$ cat config.mk
export PLATFORM = sky130hd
export DESIGN_NAME = ccsr_shadow_regs
export DESIGN_NICKNAME = d
export VERILOG_FILES = /design/src/ccsr_pkg.sv /design/src/ccsr_serial_tx.sv /design/src/ccsr_shadow_regs.sv
export VERILOG_INCLUDE_DIRS = /design/src
export SDC_FILE = /design/constraint.sdc
export NUM_CORES = 1
export LEC_CHECK = 0
export BUFFER_PORTS_ARGS = -buffer_cell sky130_fd_sc_hd__buf_2
export CAP_MARGIN = 20
export CORE_MARGIN = 2
export CORE_UTILIZATION = 55
export CTS_CLUSTER_DIAMETER = 50
export DETAILED_ROUTE_END_ITERATION = 16
export GPL_TIMING_DRIVEN = 0
export HOLD_SLACK_MARGIN = 0.05
export PLACE_DENSITY = 0.74
export SETUP_SLACK_MARGIN = 0.3
export SYNTH_ARGS = -nofsm -noshare
export SYNTH_HDL_FRONTEND = slang
export SYNTH_SLANG_ARGS = --single-unit
export TNS_END_PERCENT = 10
$ cat constraint.sdc
create_clock -name sys_clk -period 4.3 [get_ports sys_clk]
set_input_delay 0.645 -clock sys_clk [delete_from_list [all_inputs] [get_ports sys_clk]]
set_output_delay 0.645 -clock sys_clk [all_outputs]
set_load 0.02 [all_outputs]
$ cat src/ccsr_cfg.svh
/*
 * Constants of the clock conditioner shadow register bank: offsets,
 * field positions, fixed patterns, reset values and timing counts.
 * Assumes it is included by bare name from the package and modules.
 */
`ifndef CCSR_CFG_SVH
`define CCSR_CFG_SVH

`define CCSR_ADDR_W 16
`define CCSR_DATA_W 32
`define CCSR_OFS_STATUS 16'h8110
`define CCSR_OFS_R0 16'h8114
`define CCSR_OFS_R11 16'h8124
`define CCSR_OFS_R13 16'h8128
`define CCSR_RD_UNMAPPED 32'h00000000

`define CCSR_BUSY_BIT 0
`define CCSR_TAG_MSB 3
`define CCSR_TAG_LSB 0
`define CCSR_TAG_R0 4'h0
`define CCSR_TAG_R11 4'hB
`define CCSR_TAG_R13 4'hD

`define CCSR_R0_DLY_MSB 7
`define CCSR_R0_DLY_LSB 4
`define CCSR_R0_DIV_MSB 15
`define CCSR_R0_DIV_LSB 8
`define CCSR_R0_EN_BIT 16
`define CCSR_R0_MUX_MSB 18
`define CCSR_R0_MUX_LSB 17
`define CCSR_R0_UNUSED_W 12
`define CCSR_R0_RST_BIT 31
`define CCSR_R0_DLY_RST 4'h0
`define CCSR_R0_DIV_RST 8'h01
`define CCSR_R0_DIV_ILLEGAL 8'h00
`define CCSR_R0_MUX_BYPASS 2'h0
`define CCSR_R0_MUX_DIVIDED 2'h1
`define CCSR_R0_MUX_DELAYED 2'h2
`define CCSR_R0_MUX_DIV_DLY 2'h3

`define CCSR_R11_LOW_UNUSED_W 11
`define CCSR_R11_PHASE_DETECTOR_HIGH_FREQ_FLAG_BIT 15
`define CCSR_R11_FIXED_HI 16'h0082

`define CCSR_R13_FILT_MSB 13
`define CCSR_R13_FILT_LSB 4
`define CCSR_R13_FILT_RST 10'h000
`define CCSR_R13_FREQ_MSB 21
`define CCSR_R13_FREQ_LSB 14
`define CCSR_R13_FREQ_RST 8'h00
`define CCSR_R13_FIXED_HI 10'h00A

`define CCSR_CLK_PERIOD_NS 25
`define CCSR_CHIP_RST_NS 10000
`define CCSR_CHIP_RST_CYC \
    ((`CCSR_CHIP_RST_NS + `CCSR_CLK_PERIOD_NS - 1) / `CCSR_CLK_PERIOD_NS)
`define CCSR_WAIT_W 9
`define CCSR_BITCNT_W 5
`define CCSR_LAST_BIT 5'h1F

`endif

$ cat src/ccsr_pkg.sv
/*
 * Types shared by the clock conditioner shadow register bank.
 * Assumes ccsr_cfg.svh is on the include path.
 */
`include "ccsr_cfg.svh"

package ccsr_pkg;
    typedef logic [`CCSR_ADDR_W-1:0] ccsr_addr_t;
    typedef logic [`CCSR_DATA_W-1:0] ccsr_word_t;
    typedef enum logic [1:0] {SER_IDLE, SER_LOW, SER_HIGH, SER_LATCH}
        ccsr_ser_state_t;
    typedef enum logic [1:0] {CTL_IDLE, CTL_SEND, CTL_RSTWAIT}
        ccsr_ctl_state_t;
endpackage

$ cat src/ccsr_serial_tx.sv
/*
 * Serial word shifter toward the external clock conditioner: 32 bits,
 * most significant first, data changes on the falling serial clock and
 * is taken by the chip on the rising one; a latch pulse follows the word.
 * Assumes start is a one-cycle pulse, given only while idle.
 */
`timescale 1ns/1ps
`include "ccsr_cfg.svh"

module ccsr_serial_tx
    import ccsr_pkg::*;
(
    input wire logic sys_clk,
    input wire logic rst,
    input wire logic start,
    input wire ccsr_pkg::ccsr_word_t word,
    output logic done,
    output logic serClk,
    output logic serData,
    output logic serLatch
);
    ccsr_ser_state_t state_q;
    ccsr_word_t shift_q;
    logic [`CCSR_BITCNT_W-1:0] bitCnt_q;
    wire lastBit = (bitCnt_q == `CCSR_LAST_BIT);

    always_ff @(posedge sys_clk or posedge rst) begin
        if (rst) begin
            state_q <= SER_IDLE;
            shift_q <= '0;
            bitCnt_q <= '0;
            serClk <= 1'b0;
            serData <= 1'b0;
            serLatch <= 1'b0;
            done <= 1'b0;
        end else begin
            done <= 1'b0;
            case (state_q)
                SER_IDLE: begin
                    serLatch <= 1'b0;
                    if (start) begin
                        shift_q <= word;
                        bitCnt_q <= '0;
                        state_q <= SER_LOW;
                    end
                end
                SER_LOW: begin
                    serClk <= 1'b0;
                    serData <= shift_q[`CCSR_DATA_W-1];
                    state_q <= SER_HIGH;
                end
                SER_HIGH: begin
                    serClk <= 1'b1;
                    shift_q <= {shift_q[`CCSR_DATA_W-2:0], 1'b0};
                    bitCnt_q <= bitCnt_q + 1'b1;
                    state_q <= lastBit ? SER_LATCH : SER_LOW;
                end
                SER_LATCH: begin
                    serClk <= 1'b0;
                    serLatch <= 1'b1;
                    done <= 1'b1;
                    state_q <= SER_IDLE;
                end
                default: state_q <= SER_IDLE;
            endcase
        end
    end
endmodule

$ cat src/ccsr_shadow_regs.sv
/*
 * Shadow register bank of an external clock conditioner: channel-0
 * output register, PLL input-divider register, VCO filter / input
 * frequency register and a status register with the busy bit.
 * Assumes a plain register port (read data one cycle after the read
 * strobe), a power-up reset separate from the board reset, and that
 * software only makes full 32-bit accesses.
 */
`timescale 1ns/1ps
`include "ccsr_cfg.svh"

module ccsr_shadow_regs
    import ccsr_pkg::*;
(
    input wire logic sys_clk,
    input wire logic rst,
    input wire logic powerOnRst,
    input wire ccsr_pkg::ccsr_addr_t addr,
    input wire ccsr_pkg::ccsr_word_t wrData,
    input wire logic wrStrobe,
    input wire logic rdStrobe,
    output ccsr_pkg::ccsr_word_t rdData,
    output logic ccBusy,
    output logic serClk,
    output logic serData,
    output logic serLatch
);
    import ccsr_pkg::*;

    // shadow fields; only the writable ones are stored
    logic [1:0] outputPathSelect_q;
    logic outputEnable_q;
    logic [7:0] outputDividerValue_q;
    logic [3:0] outputDelay_q;
    logic phaseDetectorHighFreqFlag_q;
    logic [9:0] vcoFilter_q;
    logic [7:0] inputFreqMhz_q;

    ccsr_ctl_state_t ctlState_q;
    ccsr_ctl_state_t ctlState_d;
    logic [`CCSR_WAIT_W-1:0] waitCnt_q;
    logic chipRstPending_q;
    logic txStart_q;
    ccsr_word_t txWord_q;
    logic txDone;

    // address decode: whole byte addresses, since only full words ever
    // reach the bank
    wire hitStatus = (addr == `CCSR_OFS_STATUS);
    wire hitR0 = (addr == `CCSR_OFS_R0);
    wire hitR11 = (addr == `CCSR_OFS_R11);
    wire hitR13 = (addr == `CCSR_OFS_R13);
    wire hitShadow = hitR0 | hitR11 | hitR13;

    // a write during a transfer is dropped so the chip never sees a
    // half-shifted word overwritten
    wire ctlIdle = (ctlState_q == CTL_IDLE);
    wire wrAccept = wrStrobe & hitShadow & ctlIdle;
    wire wrR0 = wrAccept & hitR0;
    wire wrR11 = wrAccept & hitR11;
    wire wrR13 = wrAccept & hitR13;
    wire chipRstReq = wrR0 & wrData[`CCSR_R0_RST_BIT];

    // divider value zero is illegal; it is forced to the reset value
    wire [7:0] wrDivField = wrData[`CCSR_R0_DIV_MSB:`CCSR_R0_DIV_LSB];
    wire divIllegal = (wrDivField == `CCSR_R0_DIV_ILLEGAL);
    wire [7:0] wrDivLegal = divIllegal ? `CCSR_R0_DIV_RST : wrDivField;

    // fields of the written word, named once for the store and send paths
    wire [1:0] wrMux = wrData[`CCSR_R0_MUX_MSB:`CCSR_R0_MUX_LSB];
    wire wrEn = wrData[`CCSR_R0_EN_BIT];
    wire [3:0] wrDly = wrData[`CCSR_R0_DLY_MSB:`CCSR_R0_DLY_LSB];
    wire wrRstBit = wrData[`CCSR_R0_RST_BIT];
    wire wrDiv4 = wrData[`CCSR_R11_PHASE_DETECTOR_HIGH_FREQ_FLAG_BIT];
    wire [9:0] wrFilt = wrData[`CCSR_R13_FILT_MSB:`CCSR_R13_FILT_LSB];
    wire [7:0] wrFreq = wrData[`CCSR_R13_FREQ_MSB:`CCSR_R13_FREQ_LSB];

    // readable images, fixed bits forced so reads show the chip's layout
    wire [`CCSR_DATA_W-1:0] imgR0 = {
        chipRstPending_q,
        {`CCSR_R0_UNUSED_W{1'b0}},
        outputPathSelect_q,
        outputEnable_q,
        outputDividerValue_q,
        outputDelay_q,
        `CCSR_TAG_R0
    };
    wire [`CCSR_DATA_W-1:0] imgR11 = {
        `CCSR_R11_FIXED_HI,
        phaseDetectorHighFreqFlag_q,
        {`CCSR_R11_LOW_UNUSED_W{1'b0}},
        `CCSR_TAG_R11
    };
    wire [`CCSR_DATA_W-1:0] imgR13 = {
        `CCSR_R13_FIXED_HI,
        inputFreqMhz_q,
        vcoFilter_q,
        `CCSR_TAG_R13
    };
    wire [`CCSR_DATA_W-1:0] imgStatus = {
        {(`CCSR_DATA_W-1){1'b0}},
        ccBusy
    };

    // word sent to the chip: the written value in the chip's layout
    wire [`CCSR_DATA_W-1:0] sendR0 = {
        wrRstBit,
        {`CCSR_R0_UNUSED_W{1'b0}},
        wrMux,
        wrEn,
        wrDivLegal,
        wrDly,
        `CCSR_TAG_R0
    };
    wire [`CCSR_DATA_W-1:0] sendR11 = {
        `CCSR_R11_FIXED_HI,
        wrDiv4,
        {`CCSR_R11_LOW_UNUSED_W{1'b0}},
        `CCSR_TAG_R11
    };
    wire [`CCSR_DATA_W-1:0] sendR13 = {
        `CCSR_R13_FIXED_HI,
        wrFreq,
        wrFilt,
        `CCSR_TAG_R13
    };
    wire [`CCSR_DATA_W-1:0] sendWord =
        hitR0 ? sendR0 : (hitR11 ? sendR11 : sendR13);

    wire [`CCSR_DATA_W-1:0] rdMux =
        hitStatus ? imgStatus :
        hitR0 ? imgR0 :
        hitR11 ? imgR11 :
        hitR13 ? imgR13 : `CCSR_RD_UNMAPPED;

    localparam logic [`CCSR_WAIT_W-1:0] CHIP_RST_CYC =
        `CCSR_WAIT_W'(`CCSR_CHIP_RST_CYC);
    wire waitDone = (waitCnt_q == CHIP_RST_CYC);

    // the wait counts from the end of the reset word, so the chip has its
    // full reset time after it has taken the bit; a shorter wait is unsafe
    wire ctlRstWait = (ctlState_q == CTL_RSTWAIT);
    wire rstWaitEnd = ctlRstWait & waitDone;

    // busy already reads high in the accept cycle
    assign ccBusy = wrAccept | ~ctlIdle;

    always_comb begin
        ctlState_d = ctlState_q;
        case (ctlState_q)
            CTL_IDLE: begin
                if (wrAccept) begin
                    ctlState_d = CTL_SEND;
                end
            end
            CTL_SEND: begin
                if (txDone) begin
                    ctlState_d = chipRstPending_q ? CTL_RSTWAIT : CTL_IDLE;
                end
            end
            CTL_RSTWAIT: begin
                if (waitDone) begin
                    ctlState_d = CTL_IDLE;
                end
            end
            default: ctlState_d = CTL_IDLE;
        endcase
    end

    // shadow fields: power-up reset only, the board reset leaves them
    always_ff @(posedge sys_clk or posedge powerOnRst) begin
        if (powerOnRst) begin
            outputPathSelect_q <= `CCSR_R0_MUX_BYPASS;
            outputEnable_q <= 1'b0;
            outputDividerValue_q <= `CCSR_R0_DIV_RST;
            outputDelay_q <= `CCSR_R0_DLY_RST;
        end else if (chipRstReq) begin
            outputPathSelect_q <= `CCSR_R0_MUX_BYPASS;
            outputEnable_q <= 1'b0;
            outputDividerValue_q <= `CCSR_R0_DIV_RST;
            outputDelay_q <= `CCSR_R0_DLY_RST;
        end else if (wrR0) begin
            outputPathSelect_q <= wrMux;
            outputEnable_q <= wrEn;
            outputDividerValue_q <= wrDivLegal;
            outputDelay_q <= wrDly;
        end
    end

    always_ff @(posedge sys_clk or posedge powerOnRst) begin
        if (powerOnRst) begin
            phaseDetectorHighFreqFlag_q <= 1'b0;
        end else if (chipRstReq) begin
            phaseDetectorHighFreqFlag_q <= 1'b0;
        end else if (wrR11) begin
            phaseDetectorHighFreqFlag_q <= wrDiv4;
        end
    end

    always_ff @(posedge sys_clk or posedge powerOnRst) begin
        if (powerOnRst) begin
            vcoFilter_q <= `CCSR_R13_FILT_RST;
            inputFreqMhz_q <= `CCSR_R13_FREQ_RST;
        end else if (chipRstReq) begin
            vcoFilter_q <= `CCSR_R13_FILT_RST;
            inputFreqMhz_q <= `CCSR_R13_FREQ_RST;
        end else if (wrR13) begin
            vcoFilter_q <= wrFilt;
            inputFreqMhz_q <= wrFreq;
        end
    end

    // the self-clearing bit reads high until the chip reset time is over;
    // an idle control clears it too, since a board reset in mid wait
    // would otherwise leave it set and stretch the next write to any register
    always_ff @(posedge sys_clk or posedge powerOnRst) begin
        if (powerOnRst) begin
            chipRstPending_q <= 1'b0;
        end else if (chipRstReq) begin
            chipRstPending_q <= 1'b1;
        end else if (rstWaitEnd || ctlIdle) begin
            chipRstPending_q <= 1'b0;
        end
    end

    // transfer control follows the board reset; a board reset mid
    // transfer abandons the word, software must rewrite it
    always_ff @(posedge sys_clk or posedge rst) begin
        if (rst) begin
            ctlState_q <= CTL_IDLE;
        end else begin
            ctlState_q <= ctlState_d;
        end
    end

    always_ff @(posedge sys_clk or posedge rst) begin
        if (rst) begin
            waitCnt_q <= '0;
        end else if (ctlRstWait) begin
            waitCnt_q <= waitCnt_q + 1'b1;
        end else begin
            waitCnt_q <= '0;
        end
    end

    always_ff @(posedge sys_clk or posedge rst) begin
        if (rst) begin
            txStart_q <= 1'b0;
            txWord_q <= '0;
        end else begin
            // word and start are registered so the shifter loads a word
            // that no longer depends on the bus
            txStart_q <= wrAccept;
            if (wrAccept) begin
                txWord_q <= sendWord;
            end
        end
    end

    always_ff @(posedge sys_clk or posedge rst) begin
        if (rst) begin
            rdData <= '0;
        end else if (rdStrobe) begin
            rdData <= rdMux;
        end else begin
            // zero outside the read cycle, so a late sample shows no stale
            // value from an earlier access
            rdData <= '0;
        end
    end

    // the shifter follows the board reset like the control, so both
    // abandon a word together
    ccsr_serial_tx serTx (
        .sys_clk(sys_clk),
        .rst(rst),
        .start(txStart_q),
        .word(txWord_q),
        .done(txDone),
        .serClk(serClk),
        .serData(serData),
        .serLatch(serLatch)
    );
endmodule

==> impl_metrics.ini, run 1 <==
[run_status]
status = finished, final reports clean

[pwr]
peakVddDrop_mv = 0.2841
power_switching_uw = 935.5
seqPwrFrac = 0.423
clkPwrFrac = 0.414
pwr_density_cell_mw_per_mm2 = 470.8
internal_power_uw = 2396
p_sw_frac = 0.2808
power_frac_comb = 0.163
leakagePower_uw = 0.003379

[layout]
antenna_cells = 0
ff_latch_area_mm2 = 0.003379
layout_commonest_cell = dfrtp_1
final_cell_mix = dfrtp_1 (134), o21ai_0 (98), buf_2 (74), nand2_1 (66), a21oi_1 (32)
nFillCells = 796
area_growth_pct = 19.35
drive_gt1_frac = 0.1893
multi_input_area_mm2 = 0.002301
nNetsFinal = 725
utilization = 0.6793

[hold_path]
hp-class = in2async

[clock_tree]
numCtsBuffers = 17
h-tree-depth = 4
cts_buffer_depth = 2
clkSinkCount = 135
clkTransAtPathRegs_ns = 0.06
ctsRootBufferMaster = clkbuf_8
cts_setup_buffers = 0
clkLatencyLatePin_ns = 0.53
post_cts_resize_count = 0
postCtsHoldBufs = 0
cts_tree = done

[global_route]
top_usage_layer = met2
grt_max_degree = 74
grt_pass1_vias = 4839
grt.overflow.total = 0
grt_pass1_wl_mm = 24.28
grt_util_met1 = 0.3652
grt_usage = 0.2739
met3_usage = 0.05448
antenna_found_initial = 0
met2_usage = 0.4416

[route]
drt_iter0_drc = 373
via_count = 4821
routed_via_density = 5.937
dr.pass1.iters = 5
ant_nets = 0
wl_mm = 14.89
wl_per_cell_um = 18.34
drc = 0

[placed_design]
globalplace.congestion = 0.8313
dp_hpwl_mm = 10.24
io_buffer_count = 68
pre_cts_ws_ns = 1.091

[synthesis]
synth-edff-count = 0
seq_area_frac_synth = 0.5701
avgSynthCellArea_um2 = 10.44
syn_area_mm2 = 0.005928
synthCells = 568
yosys_register_bits = 135
synthArstFlopShare = 1.000
yosysWarnings = 0
synthFlopType = dfrtp_1
synthDistinctLibCells = 58

[setup_path]
r2r_start = ctlState_q[0]
start_kind = input port
cp_common_cell = buf_2
cp-startpoint = addr[5]
crit_arrival_ns = 2.31
reg2reg_depth = 5
rr_endpoint = vcoFilter_q[0]
regToRegSetupSlack_ns = 1.64
crit_end = ccBusy
crit_path_end_kind = output pin
crit_required_ns = 3.65
critPathMaxStageDelay_ns = 0.62
critical_path_class = in2out
path_max_fanout = 10
worstPathCellList = buf_2 > nor4bb_1 > a21oi_1 > clkbuf_1 > inv_1 > a311o_1 > buf_2
crit_slowest_cell = nor4bb_1

[die]
die_w_um = 107.8
num_io_pins = 89
start_util = 0.5691
dieArea_mm2 = 0.01163
core_area_mm2 = 0.01042
row_count = 37
die_h_um = 107.8

[sta]
finalSetupTns_ns = 0
drv_slew = 0
worst_pin_slew_ns = 0.7844
setup_viol = 0
skew_ns = 0.01020
fmax_ghz = 0.3382
rsz0062_at_grt = no
relSlewSlack = 0.4751
report.final.hold_viol_count = 0
layout_setup_ws_ns = 1.343
period_needed_ns = 2.957
finalCritPeriodShare = 0.6877

[run]
max_cap_viol_count = 0
state kept, by name (all words and copies together), names as in the netlist, 2 cells and up:
signal and cells:
ctlState_q 2, serTx.state_q 2, serTx.bitCnt_q 5, serTx.shift_q 32, rdData 23, outputDividerValue_q 8
txWord_q 22, outputDelay_q 4, outputPathSelect_q 2, vcoFilter_q 10, waitCnt_q 9, inputFreqMhz_q 8
how the worst min path moves through the flow:
| stage | end | slack [ns] | start | cells past startpoint |
|---|---|---|---|---|
| floorplan | ctlState_q[0] | 0.44 | serTx.done | 1 |
| global placement | serTx.shift_q[5] | 0.46 | serTx.shift_q[5] | 2 |
| detailed placement | txWord_q[31] | 0.47 | txWord_q[31] | 1 |
| CTS | rdData[1] | 0.11 | rst | 2 |
| global route | rdData[1] | 0.14 | rst | 2 |
| finish | rdData[1] | 0.10 | rst | 2 |
power by group through the flow:
| stage | Combinational [µW] | Clock, µW | Sequential, µW |
|---|---|---|---|
| 3_5_place_dp | 540 | 0 | 1430 |
| 2_1_floorplan | 381 | 0 | 1420 |
| 5_1_grt | 608 | 1450 | 1420 |
| 6_report | 543 | 1380 | 1410 |
| 4_1_cts | 543 | 1390 | 1410 |
| 3_3_place_gp | 514 | 0 | 1430 |
area by class of cell:
class	instances	share of cell area
buffer	44	0.03130
clock buffer	23	0.06454
clock inverter	9	0.01415
inverter	13	0.007250
multi-input combinational	382	0.3252
sequential	135	0.4776
tap	136	0.02405
timing repair buffer	70	0.05588
synthesized netlist by cell type, drive strengths merged, types with 3 or more instances:
cell | number | area, µm²
a21o | 3 | 22.52
a21oi | 32 | 160.2
a22o | 23 | 201.4
and2 | 5 | 31.28
buf | 19 | 127.6
clkbuf | 25 | 93.84
dfrtp | 134 | 3353
ha | 9 | 112.6
inv | 13 | 48.80
mux2 | 6 | 67.56
mux2i | 21 | 210.2
nand2 | 66 | 247.7
nand3 | 25 | 125.1
nand4 | 5 | 31.28
nor2 | 12 | 45.04
nor3 | 6 | 35.03
nor4 | 4 | 31.28
nor4b | 3 | 26.28
o21ai | 107 | 535.5
o22ai | 5 | 31.28
or2 | 3 | 18.78
or3 | 3 | 18.77
xor2 | 5 | 43.79
stage by stage:
step                      hold WS (ns)  total power (µW)  cells  area (µm²)
after floorplan                 0.4355              1802    574        5951
after global placement          0.4636              1940    778        6461
after detailed placement        0.4661              1969    780        6519
after CTS                       0.1090              3340    812        7076
after global routing            0.1410              3472    812        7076
final                           0.1019              3331    812        7076
worst max-delay path: cells and delay by family:
family	cells	cell delay (ns)
AO/OA/AOI/OAI	2	0.35
AND/OR/NAND/NOR	1	0.62
buffers and inverters	4	0.70
routing by layer:
metal	wire, µm	vias up
met4	329	0
met2	7254	178
met5	0	-
met1	6457	2406
li1	-	2204
met3	848	33
cells by family (layout without fill, tap and decap cells):
kind of cell    count (synthesis)  in the layout  share of synthesized area
simple gates                  152            152                     0.1321
compound gates                181            181                     0.1769
fa+ha+maj                       9              9                    0.01900
mux                            27             27                    0.04685
other cells                     1              7                  0.0006326
buf+inv                        57            159                    0.04559
flops                         135            135                     0.5701
xor+xnor                        6              6                   0.008864
Note: power is estimated with default switching activity, not from simulation.
==> inputs of run 2 (changes only) <==
--- a/config.mk
+++ b/config.mk
@@ -9,12 +9,12 @@
 export BUFFER_PORTS_ARGS = -buffer_cell sky130_fd_sc_hd__buf_2
 export CAP_MARGIN = 20
 export CORE_MARGIN = 2
-export CORE_UTILIZATION = 55
+export CORE_UTILIZATION = 51
 export CTS_CLUSTER_DIAMETER = 50
 export DETAILED_ROUTE_END_ITERATION = 16
 export GPL_TIMING_DRIVEN = 0
 export HOLD_SLACK_MARGIN = 0.05
-export PLACE_DENSITY = 0.74
+export PLACE_DENSITY = 0.72
 export SETUP_SLACK_MARGIN = 0.3
 export SYNTH_ARGS = -nofsm -noshare
 export SYNTH_HDL_FRONTEND = slang
==> constraint.sdc (replaced) <==
create_clock -name sys_clk -period 2.65 [get_ports sys_clk]
set_input_delay 0.3975 -clock sys_clk [delete_from_list [all_inputs] [get_ports sys_clk]]
set_output_delay 0.3975 -clock sys_clk [all_outputs]
set_load 0.02 [all_outputs]
==> impl_metrics.ini, run 2 (synthesized netlist as in run 1, its figures left out) <==
[run_status]
status = finished, final reports clean

[route]
wl_per_cell_um = 17.99
via_count = 4814
routed_via_density = 5.856
wl_mm = 14.79
drt_iter0_drc = 423
drc = 0
dr.pass1.iters = 5
ant_nets = 0

[pwr]
pwr_density_cell_mw_per_mm2 = 764.6
leakagePower_uw = 0.003412
peakVddDrop_mv = 0.8063

[global_route]
grt_pass1_vias = 4871
grt.overflow.total = 0
grt_pass1_wl_mm = 24.69
grt_usage = 0.2516
grt_max_degree = 45
antenna_found_initial = 0

[layout]
reg_top3 = serTx.shift_q (32), rdData (23), txWord_q (22)
antenna_cells = 0
largest-register = serTx.shift_q
nNetsFinal = 728
final_cell_mix = dfrtp_1 (134), o21ai_0 (98), buf_2 (74), nand2_1 (66), a21oi_1 (32)
layout_commonest_cell = dfrtp_1
utilization = 0.6297
drive_gt1_frac = 0.2062
largest_reg_flops = 32
area_growth_pct = 20.77
final_cells = 822

[die]
die_h_um = 111.8
num_io_pins = 89
core_area_mm2 = 0.01137
start_util = 0.5214
dieArea_mm2 = 0.01250
die_w_um = 111.8
row_count = 39

[sta]
finalCritPeriodShare = 0.9122
skew_ns = 0.009503
rsz0062_at_grt = yes
period_needed_ns = 2.417
setup_viol = 0
holdWs_ns = 0.1185
worst_pin_slew_ns = 0.7877
relSlewSlack = 0.4743
fmax_ghz = 0.4137
report.final.hold_viol_count = 0
drv_slew = 0

[placed_design]
placed_cells = 788
dp_hpwl_mm = 10.41
io_buffer_count = 68
globalplace.congestion = 0.8894

[clock_tree]
ctsRootBufferMaster = clkbuf_16
clkSinkCount = 135
clkTransAtPathRegs_ns = 0.06
h-tree-depth = 4
numCtsBuffers = 17
cts_tree = done
clkLatencyLatePin_ns = 0.42
cts_buffer_depth = 2

[setup_path]
crit_arrival_ns = 2.02
path_max_fanout = 5
crit_path_end_kind = output pin
start_kind = input port
crit_required_ns = 2.25
critical_path_class = in2out

[run]
max_cap_viol_count = 0

[hold_path]
hp-class = in2async
-- run 2: cell types whose count changed in the layout (fill, tap and decap cells not counted), moves of 2 or more --
cell,previous run,this run
clkinv_4,0,3
buf_12,0,2
clkinv_2,5,3
nor4b_2,0,2
nor4b_1,3,1
clkbuf_1,29,25
buf_1,2,0
clkbuf_2,0,5
clkbuf_8,3,1
-- run 2: worst max-delay path, cell delays in order --
cell     delay, ns
buf_2         0.11
or4b_1        0.51
buf_2         0.17
nor3_1        0.40
a311o_1       0.26
buf_2         0.17
-- run 2: area by class of cell --
cell class,count,area (µm²)
inverters,13,52.55
clock inverters,11,125.1
multi-input cells,382,2320
repair buffers,73,425.4
fillers,903,4210
clock buffers,21,450.4
plain buffers,44,227.7
well taps,143,178.9
flip-flops and latches,135,3379
-- run 2: what timing repair did --
| item | in CTS | in global routing |
|---|---|---|
| hold endpoints to repair | 20 | 0 |
| resized for setup | 2 | 10 |
| setup endpoints to repair | 32 | 64 |
| hold buffers | 1 | 0 |
| setup buffers | 1 | 0 |
-- run 2: routing by layer --
layer  track usage  vias up  part of all wire
met5             0        -                 0
met4        0.1045        0             0.025
met3       0.06315       39             0.063
met2        0.4012      194              0.49
met1        0.3315     2376              0.42
li1              -     2205                 -
-- run 2: through the flow --
step,setup TNS (ns),cell area [µm²],setup slack [ns],power [µW]
3_3_place_gp,-2.930,6474,-0.2316,3149
5_1_grt,0,7159,0.09178,5720
2_1_floorplan,0,5954,0.4881,2925
3_5_place_dp,-3.089,6541,-0.2273,3203
4_1_cts,0,7141,0.2545,5493
6_report,0,7159,0.2326,5474
-- run 2: final timing paths --
check	start	to	slack, ns	cells past startpoint
max	addr[9]	ccBusy	0.23	6
max in group asynchronous	rst	rdData[25]	1.26	5
min in group sys_clk	wrData[19]	txWord_q[19]	0.25	3
min reg2reg	serTx.serClk	serTx.serClk	0.48	2
min	powerOnRst	vcoFilter_q[6]	0.12	2
max reg2reg	ctlState_q[0]	txWord_q[11]	0.29	6
-- run 2: power breakdown --
| part | switching [µW] | internal (µW) | leakage, µW |
|---|---|---|---|
| combinational | 560 | 335 | 0.00127 |
| clock | 879 | 1410 | 0.000277 |
| sequential | 103 | 2190 | 0.00186 |
| total | 1540 | 3930 | 0.00341 |
